--- config.mk ---
export PLATFORM = sky130hd
export DESIGN_NAME = wddc_top
export DESIGN_NICKNAME = d
export VERILOG_FILES = /design/src/rtl/wddc_pkg.sv /design/src/rtl/wddc_filt_if.sv /design/src/rtl/wddc_dis_filter.sv /design/src/rtl/wddc_top.sv
export SDC_FILE = /design/constraint.sdc
export NUM_CORES = 1
export LEC_CHECK = 0
export ABC_AREA = 1
export BUFFER_PORTS_ARGS = -buffer_cell sky130_fd_sc_hd__buf_2
export CAP_MARGIN = 30
export CORE_MARGIN = 3
export CORE_UTILIZATION = 35
export DETAILED_ROUTE_END_ITERATION = 8
export PLACE_DENSITY = 0.59
export SYNTH_ARGS = -nofsm -noshare
export SYNTH_HDL_FRONTEND = slang
export SYNTH_HIERARCHICAL = 1
export SYNTH_SLANG_ARGS = --single-unit
--- constraint.sdc ---
create_clock -name ref_clk_i -period 3.4 [get_ports ref_clk_i]
set_input_delay 0.51 -clock ref_clk_i [delete_from_list [all_inputs] [get_ports ref_clk_i]]
set_output_delay 0.51 -clock ref_clk_i [all_outputs]
set_load 0.03 [all_outputs]
--- src/rtl/wddc_pkg.sv ---
// Operation
// The trigger window is fixed at a typical 48 ms and the next trigger edge must arrive inside it.
// Holding the trigger input inside the disable level window is the disable request.
// The inactive state is entered only after the disable level has lasted the full filter time.
// Leaving the disable level reactivates the watchdog with an ignore window, then a new trigger window.
// The return from inactive to active uses the same filtered dead time as the entry.
// Disabled while waiting for a trigger, the output stays high for the whole disabled period.
// A missed trigger window drives the output low.
// Disabled during an output-low pulse, the output finishes the full low time and then goes high.
// After an output-low pulse an ignore window runs; disabled within it, the output stays high.
// With a low-current-load time shorter than the low time, disabling during a low pulse keeps the output low only while low-current-load lasts.
// The microcontroller disables the watchdog only outside normal operation.
// Only a high-to-low edge on the trigger input counts as a trigger.
// A state-change level held under 100 us is not valid; one held over 500 us takes effect.
// After a missed trigger the output stays low for a nominal 8 ms.
// All windows and filter times count ticks of one reference clock and restart on each state change.
package wddc_pkg;
  localparam int unsigned CLK_HZ           = 100_000_000;
  localparam int unsigned TRIG_WIN_MS      = 48;
  localparam int unsigned IGN_WIN_MS       = 16;
  localparam int unsigned OUT_LOW_MS       = 8;
  localparam int unsigned DIS_FILT_US      = 500;
  localparam int unsigned DIS_FILT_MIN_US  = 100;
  localparam int unsigned TRIG_WIN_CYC     = TRIG_WIN_MS * (CLK_HZ / 1000);
  localparam int unsigned IGN_WIN_CYC      = IGN_WIN_MS * (CLK_HZ / 1000);
  localparam int unsigned OUT_LOW_CYC      = OUT_LOW_MS * (CLK_HZ / 1000);
  localparam int unsigned DIS_FILT_CYC     = DIS_FILT_US * (CLK_HZ / 1000000);
  localparam int unsigned DIS_FILT_MIN_CYC = DIS_FILT_MIN_US * (CLK_HZ / 1000000);
  localparam int unsigned CNT_W            = 32;
  localparam logic        OUT_RST_VAL      = 1'b1;

  typedef enum logic [2:0] {
    WDDC_IGNORE,
    WDDC_TRIG_WAIT,
    WDDC_OUT_LOW,
    WDDC_DISABLED
  } wddc_state_t;
endpackage

--- src/rtl/wddc_filt_if.sv ---
`timescale 1ns/1ps
// Filter request and its settled result
interface wddc_filt_if;
  logic raw_dis;
  logic dis_ok;
  modport filt (input raw_dis, output dis_ok);
  modport core (output raw_dis, input dis_ok);
endinterface

--- src/rtl/wddc_dis_filter.sv ---
`timescale 1ns/1ps
// Dead-time filter on the disable level, both directions
module wddc_dis_filter
  import wddc_pkg::*;
#(
  parameter int unsigned FILT_CYC = DIS_FILT_CYC
) (
  input  wire logic      ref_clk_i,
  input  wire logic      srst_i,
  wddc_filt_if.filt      fif
);
  logic [CNT_W-1:0] cnt_ff;
  logic             dis_ff;

  // Count while raw level differs from settled one
  always_ff @(posedge ref_clk_i) begin
    if (srst_i) begin
      cnt_ff <= '0;
      dis_ff <= 1'b0;
    end else if (fif.raw_dis == dis_ff) begin
      cnt_ff <= '0;
    end else if (cnt_ff >= CNT_W'(FILT_CYC - 1)) begin
      cnt_ff <= '0;
      dis_ff <= fif.raw_dis;
    end else begin
      cnt_ff <= cnt_ff + 1'b1;
    end
  end

  assign fif.dis_ok = dis_ff;
endmodule

--- src/rtl/wddc_top.sv ---
`timescale 1ns/1ps
// Watchdog core with disable handling
module wddc_top
  import wddc_pkg::*;
#(
  parameter int unsigned TRIG_CYC = TRIG_WIN_CYC,
  parameter int unsigned IGN_CYC  = IGN_WIN_CYC,
  parameter int unsigned LOW_CYC  = OUT_LOW_CYC,
  parameter int unsigned FILT_CYC = DIS_FILT_CYC
) (
  input  wire logic ref_clk_i,
  input  wire logic srst_i,
  input  wire logic watchdog_trigger_input_i,
  input  wire logic disable_level_window_i,
  input  wire logic low_current_load_i,
  output logic      reset_watchdog_output_o,
  output logic      wd_disabled_o
);
  wddc_filt_if fif ();

  // State and window counting
  wddc_state_t      state_ff;
  wddc_state_t      nxt_state;
  logic [CNT_W-1:0] cnt_ff;
  logic             cnt_clr;
  logic             cnt_hit;

  // Low time carried into the disabled state
  logic [CNT_W-1:0] low_cnt_ff;
  logic [CNT_W-1:0] nxt_low_cnt;
  logic             low_done;
  logic             carry_low;

  // Trigger edge and output levels
  logic             trig_d_ff;
  logic             fall;
  logic             out_ff;
  logic             nxt_out;
  logic             dis_ff;

  // Terminal count of a window that counts up from zero
  function automatic logic win_hit(input logic [CNT_W-1:0] cnt,
                                   input int unsigned      len);
    logic [CNT_W-1:0] last;
    last    = CNT_W'(len - 1);
    win_hit = (cnt >= last);
  endfunction

  // Raw comparator flag into the dead-time filter
  assign fif.raw_dis = disable_level_window_i;

  // Disable dead-time filter
  wddc_dis_filter #(
    .FILT_CYC (FILT_CYC)
  ) u_filt (
    .ref_clk_i (ref_clk_i),
    .srst_i    (srst_i),
    .fif       (fif)
  );

  // Trigger edge detect
  always_ff @(posedge ref_clk_i) begin
    if (srst_i) begin
      trig_d_ff <= 1'b1;
    end else begin
      trig_d_ff <= watchdog_trigger_input_i;
    end
  end

  // Accepted trigger: high on one edge, low on the next
  assign fall = trig_d_ff & ~watchdog_trigger_input_i;

  // Window terminal count per state
  always_comb begin
    cnt_hit = 1'b0;
    case (state_ff)
      WDDC_IGNORE: begin
        cnt_hit = win_hit(cnt_ff, IGN_CYC);
      end
      WDDC_TRIG_WAIT: begin
        cnt_hit = win_hit(cnt_ff, TRIG_CYC);
      end
      WDDC_OUT_LOW: begin
        cnt_hit = win_hit(cnt_ff, LOW_CYC);
      end
      default: begin
        cnt_hit = 1'b0;
      end
    endcase
  end

  // Full low time served, counting the part spent disabled
  assign low_done = win_hit(low_cnt_ff, LOW_CYC);

  // State transitions
  always_comb begin
    nxt_state = state_ff;
    case (state_ff)
      WDDC_IGNORE: begin
        if (fif.dis_ok) begin
          nxt_state = WDDC_DISABLED;
        end else if (cnt_hit) begin
          nxt_state = WDDC_TRIG_WAIT;
        end
      end
      WDDC_TRIG_WAIT: begin
        if (fif.dis_ok) begin
          nxt_state = WDDC_DISABLED;
        end else if (fall) begin
          // Accepted trigger restarts the window
          nxt_state = WDDC_TRIG_WAIT;
        end else if (cnt_hit) begin
          nxt_state = WDDC_OUT_LOW;
        end
      end
      WDDC_OUT_LOW: begin
        if (fif.dis_ok) begin
          nxt_state = WDDC_DISABLED;
        end else if (cnt_hit) begin
          nxt_state = WDDC_IGNORE;
        end
      end
      WDDC_DISABLED: begin
        if (!fif.dis_ok) begin
          nxt_state = WDDC_IGNORE;
        end
      end
      default: begin
        // Unused codes fall back to a fresh ignore window
        nxt_state = WDDC_IGNORE;
      end
    endcase
  end

  // Window restart on every state change or accepted trigger
  assign cnt_clr = (nxt_state != state_ff)
                   || (state_ff == WDDC_TRIG_WAIT && fall);

  // State register
  always_ff @(posedge ref_clk_i) begin
    if (srst_i) begin
      state_ff <= WDDC_IGNORE;
    end else begin
      state_ff <= nxt_state;
    end
  end

  // Window counter, one tick per reference clock
  always_ff @(posedge ref_clk_i) begin
    if (srst_i) begin
      cnt_ff <= '0;
    end else if (cnt_clr) begin
      cnt_ff <= '0;
    end else begin
      cnt_ff <= cnt_ff + 1'b1;
    end
  end

  // Low time served so far; parked at full outside a pulse
  always_comb begin
    nxt_low_cnt = low_cnt_ff;
    if (state_ff == WDDC_OUT_LOW) begin
      nxt_low_cnt = cnt_ff + 1'b1;
    end else if (state_ff == WDDC_DISABLED && !low_done) begin
      nxt_low_cnt = low_cnt_ff + 1'b1;
    end else if (state_ff != WDDC_DISABLED) begin
      nxt_low_cnt = CNT_W'(LOW_CYC);
    end
  end

  // Low time register
  always_ff @(posedge ref_clk_i) begin
    if (srst_i) begin
      low_cnt_ff <= '0;
    end else begin
      low_cnt_ff <= nxt_low_cnt;
    end
  end

  // Pulse still owed; once released it is never taken up again
  assign carry_low = (state_ff == WDDC_OUT_LOW)
                     || (state_ff == WDDC_DISABLED && !low_done && !out_ff);

  // Next output level
  always_comb begin
    nxt_out = 1'b1;
    case (nxt_state)
      WDDC_OUT_LOW: begin
        nxt_out = 1'b0;
      end
      WDDC_DISABLED: begin
        if (carry_low) begin
          // Low pulse cut short by low-current-load end
          nxt_out = !low_current_load_i;
        end else begin
          nxt_out = 1'b1;
        end
      end
      default: begin
        nxt_out = 1'b1;
      end
    endcase
  end

  // Output register
  always_ff @(posedge ref_clk_i) begin
    if (srst_i) begin
      out_ff <= OUT_RST_VAL;
    end else begin
      out_ff <= nxt_out;
    end
  end

  // Disabled status flag
  always_ff @(posedge ref_clk_i) begin
    if (srst_i) begin
      dis_ff <= 1'b0;
    end else begin
      dis_ff <= (nxt_state == WDDC_DISABLED);
    end
  end

  // Outputs straight from their registers
  assign reset_watchdog_output_o = out_ff;
  assign wd_disabled_o           = dis_ff;
endmodule

### After elaboration in Yosys (flattened, before gate mapping)

Index checks and enable logic that the tools add are counted.

| word-level totals | value |
|---|---|
| flip-flop bits (word level) | 103 |
| output and inout port bits | 2 |
| input bits | 5 |

| cells by class | value |
|---|---|
| bitwise logic cells | 3 |
| order comparisons | 5 |
| multiplexer cells | 15 |
| eq/ne operators | 8 |
| reductions and logical operators | 13 |
| $add $sub $neg | 3 |

Operators with widths:

| kind | number |
|---|---|
| adder 32 x 1 -> 32 bit (second input constant) | 3 |
| 2-to-1 mux 32 bit | 3 |
| >= comparator 32 x 20 -> 1 bit (second input constant) | 2 |
| >= comparator 32 x 16 -> 1 bit (second input constant) | 1 |
| >= comparator 32 x 21 -> 1 bit (second input constant) | 1 |
| >= comparator 32 x 23 -> 1 bit (second input constant) | 1 |
| 2-to-1 mux 3 bit | 8 |
| == test 3 x 2 -> 1 bit (second input constant) | 4 |
| case mux 3 bit (4 select lines) | 1 |
| == test 3 x 1 -> 1 bit (second input constant) | 1 |
| logical AND 1 bit | 3 |
| zero test 1 bit | 3 |
| zero test 3 bit | 1 |
| != test 3 x 2 -> 1 bit (second input constant) | 1 |
| != test 3 bit | 1 |
| case mux 1 bit (3 select lines) | 1 |
| nonzero test 3 bit | 1 |
| OR reduction 3 bit | 1 |
| logical OR 1 bit | 2 |
| inverter 1 bit | 2 |
| case mux 1 bit (2 select lines) | 1 |
| AND reduction 2 bit | 1 |
| OR reduction 2 bit | 1 |
| AND 1 bit | 1 |
| other kinds (2) | 2 |

### Depth between registers and ports, before layout

| depth | value |
|---|---|
| word-level depth | 9 |
| depth in mapped cells | 18 |
| depth with buffers taken out | 17 |

### Cells and area by module

Netlist, hierarchy kept.

Modules (own cells, without submodules):

| module | instances | cells an instance | area an instance (um^2) |
|---|---|---|---|
| wddc_top | 1 | 623 | 4424.2 |
| wddc_dis_filter | 1 | 157 | 1366.3 |

### Worst setup path after synthesis

OpenSTA, ideal clock, no wires.

| timing | value |
|---|---|
| kind | reg2reg |
| start point | reg cnt_ff[0] (netlist name) |
| end point | reg cnt_ff[20] (netlist name) |
| stages on the path, launching flop included | 18 |
| arrival | 1.863 ns |
| slack | 1.423 ns |
| data required time | 3.286 ns |
| period minus slack after synthesis | 1.977 ns |
| cells stage by stage | dfxtp_1 ha_1 nand3_2 nor2_2 nand2_1 nand2_1 nand2_1 nand2_1 nand2_1 nand4_1 nand2_2 nand2_2 nand3_2 nand2_1 inv_2 nand2_4 buf_8 nor2_4 |

==> impl_results.md <==
* Synth cell types at 48
* Vias in the first global route at 4569
* Worst path slowest cell: dfxtp_1
* Core area at 0.0161 mm^2
* Setup violators final at 0
* DRC Markers at 0
* Delay-heaviest family, CP: simple AND/OR/NAND/NOR gates
* Cell mode on critical path: nand2_1
* Max Cap Viol at 0
* Critical Path AT at 2830 ps
* Number of vias per cell at 4.66
* Design Area, Final at 0.00635 mm^2
* Initial DRC Count at 318
* Synthesis-to-layout area growth at 9.68%
* Worst setup margin at 811 ps
* Internal power at 0.00188 W
* Worst slew margin at 0.596
* Ant diodes at 0
* Placer congestion estimate at 0.909
* Worst vdd ir at 0.343 mV
* Global route overflow at 0
* Fmax at 0.386 GHz
* Synth warn at 6
* Required time worst endpoint at 3640 ps
* Initial Util at 0.361
* Number of antenna violations at the first check in global routing at 0
* Post-CTS Resized at 0
* Critical path startpoint category: flip-flop
* Max incr delay on CP at 430 ps
* Final hold violations at 0
* Synth Flop Type: dfxtp_1
* IO Pins at 7
* Clock transition at path regs at 70 ps
* Largest net degree at the start of global routing at 28
* Switching pwr at 0.000537 W
* Final ANT Viol Nets at 0
* Worst hold path class: in2reg
* Root buf cell: clkbuf_16
* Worst-Skew Late Latency at 360 ps
* Layout cell share with drive strength beyond 1 at 0.163
* Crit Path Category: reg2reg
* Post-synthesis sequential area ratio at 0.356
* Hold Buf Count CTS at 0
* # rows at 46
* RSZ-0062 raised after global routing: false
* CP endpoint kind: flip-flop
* Chip Height at 135 um
* H-tree depth at 3
* Outcome: complete, no violations
* Total wire length at 12.7 mm
* Synth Register Bits at 103
* Mapped Area at 0.00579 mm^2
* Syn avg cell area at 7.42 um^2
* Leakage power at 2.34 nW
* PD cells at 381 mW/mm^2
* Postcts setup bufs at 0
* Worst-path fanout max at 18
* Global-route wire length before repair at 21.9 mm
* Fillcell total at 1689
* Buf+Inv Stages, Crit Path at 2
* Comb pwr share at 0.037
* Max clock buf depth at 2
* Setup TNS at 0 ps
* Tot Pwr at 0.00242 W
* Via Count at 4741
* FFs w/ async S/R, synth at 0
* TritonRoute pass-1 iters at 5
* # nets final at 805
* Worst-Margin Slew at 603 ps
* Num CTS Buffers at 9
* Die X at 135 um
* Fin crit share at 0.761
* WL per Instance at 12.5 um
* R2R setup slack at 810 ps
* Final min period at 2590 ps
* Clock network fraction of total power at 0.451
* Register share of total power at 0.512
* Setup Skew at 8.47 ps
* Die Area at 0.0181 mm^2
* CTS sink cnt at 103
* Pre-CTS WS at 822 ps
* GRT Util Overall at 0.149
* CTS tree: yes
* Switching share of power at 0.222
* CP cell instances: ha_1 -> nand3_2 -> nor2_2 -> nand2_1 -> nand2_1 -> nand2_1 -> nand2_1 -> nand2_2 -> nand4_1 -> nand2_2 -> nand2_2 -> nand3_2 -> nand2_1 -> inv_2 -> nand2_4 -> buf_12 -> nor2_4
* DP Area at 0.00603 mm^2
* Max-slew violations at 0
* Cells after Synth at 780
* Port Buffers at 6
* Post-synth EDFFs at 0
* Dpl hpwl at 9.58 mm
[metal layers]
metal	routed length [um]	GRT usage
met1	5980	0.193
met2	5930	0.244
met3	515	0.0320
met4	278	0.0537
met5	0	0
[logic make-up after synthesis]
kind of cell	share of synthesized area
buffers and inverters	0.0983
adders and majority gates	0.00648
AOI/OAI and AO/OA	0.0752
and+or+nand+nor	0.387
DFF	0.356
xor gates and xnor gates	0.0756
other	0.00130
[area by class of cell]
class                      count  area (um^2)  area share
sequential                   103         2060       0.325
tap                          216          270      0.0426
clock inverter                 4         51.3     0.00808
timing repair buffer           9         65.1      0.0102
clock buffer                  12          267      0.0420
multi-input combinational    562         3220       0.506
inverter                     112          420      0.0662
[synth_stat cells (all sizes together), types with 3 or more instances]
cell type	count	share of area
xnor2	10	0.015
inv	110	0.071
buf	12	0.022
nand4	24	0.027
and3	4	0.0052
nand2	171	0.12
o221ai	4	0.0071
ha	3	0.0065
clkbuf	6	0.0039
a31oi	6	0.0065
nor2	156	0.17
nor4	8	0.0097
dfxtp	103	0.36
xor2	40	0.061
o21ai	21	0.019
o211ai	4	0.0069
a21oi	26	0.022
nor3	21	0.019
a211oi	4	0.0052
nand3	36	0.038
[flip-flops by register name, summed over array words and instances (netlist names)]
register,flops
u_filt/cnt_ff,32
trig_d_ff,1
state_ff,3
low_cnt_ff,32
reset_watchdog_output_o,1
cnt_ff,32
wd_disabled_o,1
u_filt/fif.dis_ok,1
[stage by stage]
step | hold WS, ps | std cells | utilization
2_1_floorplan | 444 | 795 | -
3_3_place_gp | 461 | 1002 | 0.376
5_1_grt | 405 | 1018 | 0.396
3_5_place_dp | 461 | 1002 | 0.376
6_report | 408 | 1018 | 0.396
4_1_cts | 391 | 1018 | 0.396
[worst reg2reg max path: cells and delay by family (launching register included)]
family | cells | cell delay, ps
flip-flops | 1 | 430
adder cells (fa/ha/maj) | 1 | 260
AND/OR/NAND/NOR | 14 | 1440
buffers and inverters | 2 | 340
[power groups by stage]
stage               clock [W]  combinational [W]  sequential, W
finish                0.00109          0.0000902        0.00124
global route          0.00117           0.000102        0.00124
CTS                   0.00113          0.0000911        0.00124
detailed placement          0          0.0000908        0.00127
global placement            0          0.0000910        0.00127
floorplan                   0          0.0000768        0.00126
[cell usage in the layout (no fill, tap or decap), types with 2 or more instances in the layout]
cell type	n
a31oi_1	6
buf_2	6
nor2_4	41
nor2_2	21
clkbuf_16	9
o221ai_1	3
o211ai_2	2
o21ai_1	2
a21oi_1	26
nand3_2	6
o211ai_1	2
dfxtp_1	103
nor4_1	7
o211a_1	2
nor2_1	93
xnor2_1	10
inv_2	13
nand2_4	3
clkbuf_8	3
nand4_1	23
nor3_1	20
ha_1	3
nand2_2	10
o21ai_2	2
conb_1	17
o21ai_0	17
buf_4	2
nand2_1	158
a211oi_1	4
xor2_1	40
inv_1	97
and3_1	3
nand3_1	29
clkinv_1	2
[final timing paths]
check                   endpoint  cells after the start                      from
setup / recovery      cnt_ff[31]                     17                 cnt_ff[0]
hold reg to reg   low_cnt_ff[25]                      2            low_cnt_ff[25]
setup reg to reg      cnt_ff[31]                     17                 cnt_ff[0]
hold / removal         trig_d_ff                      3  watchdog_trigger_input_i
No activity file was read; power rests on OpenSTA's default activity.
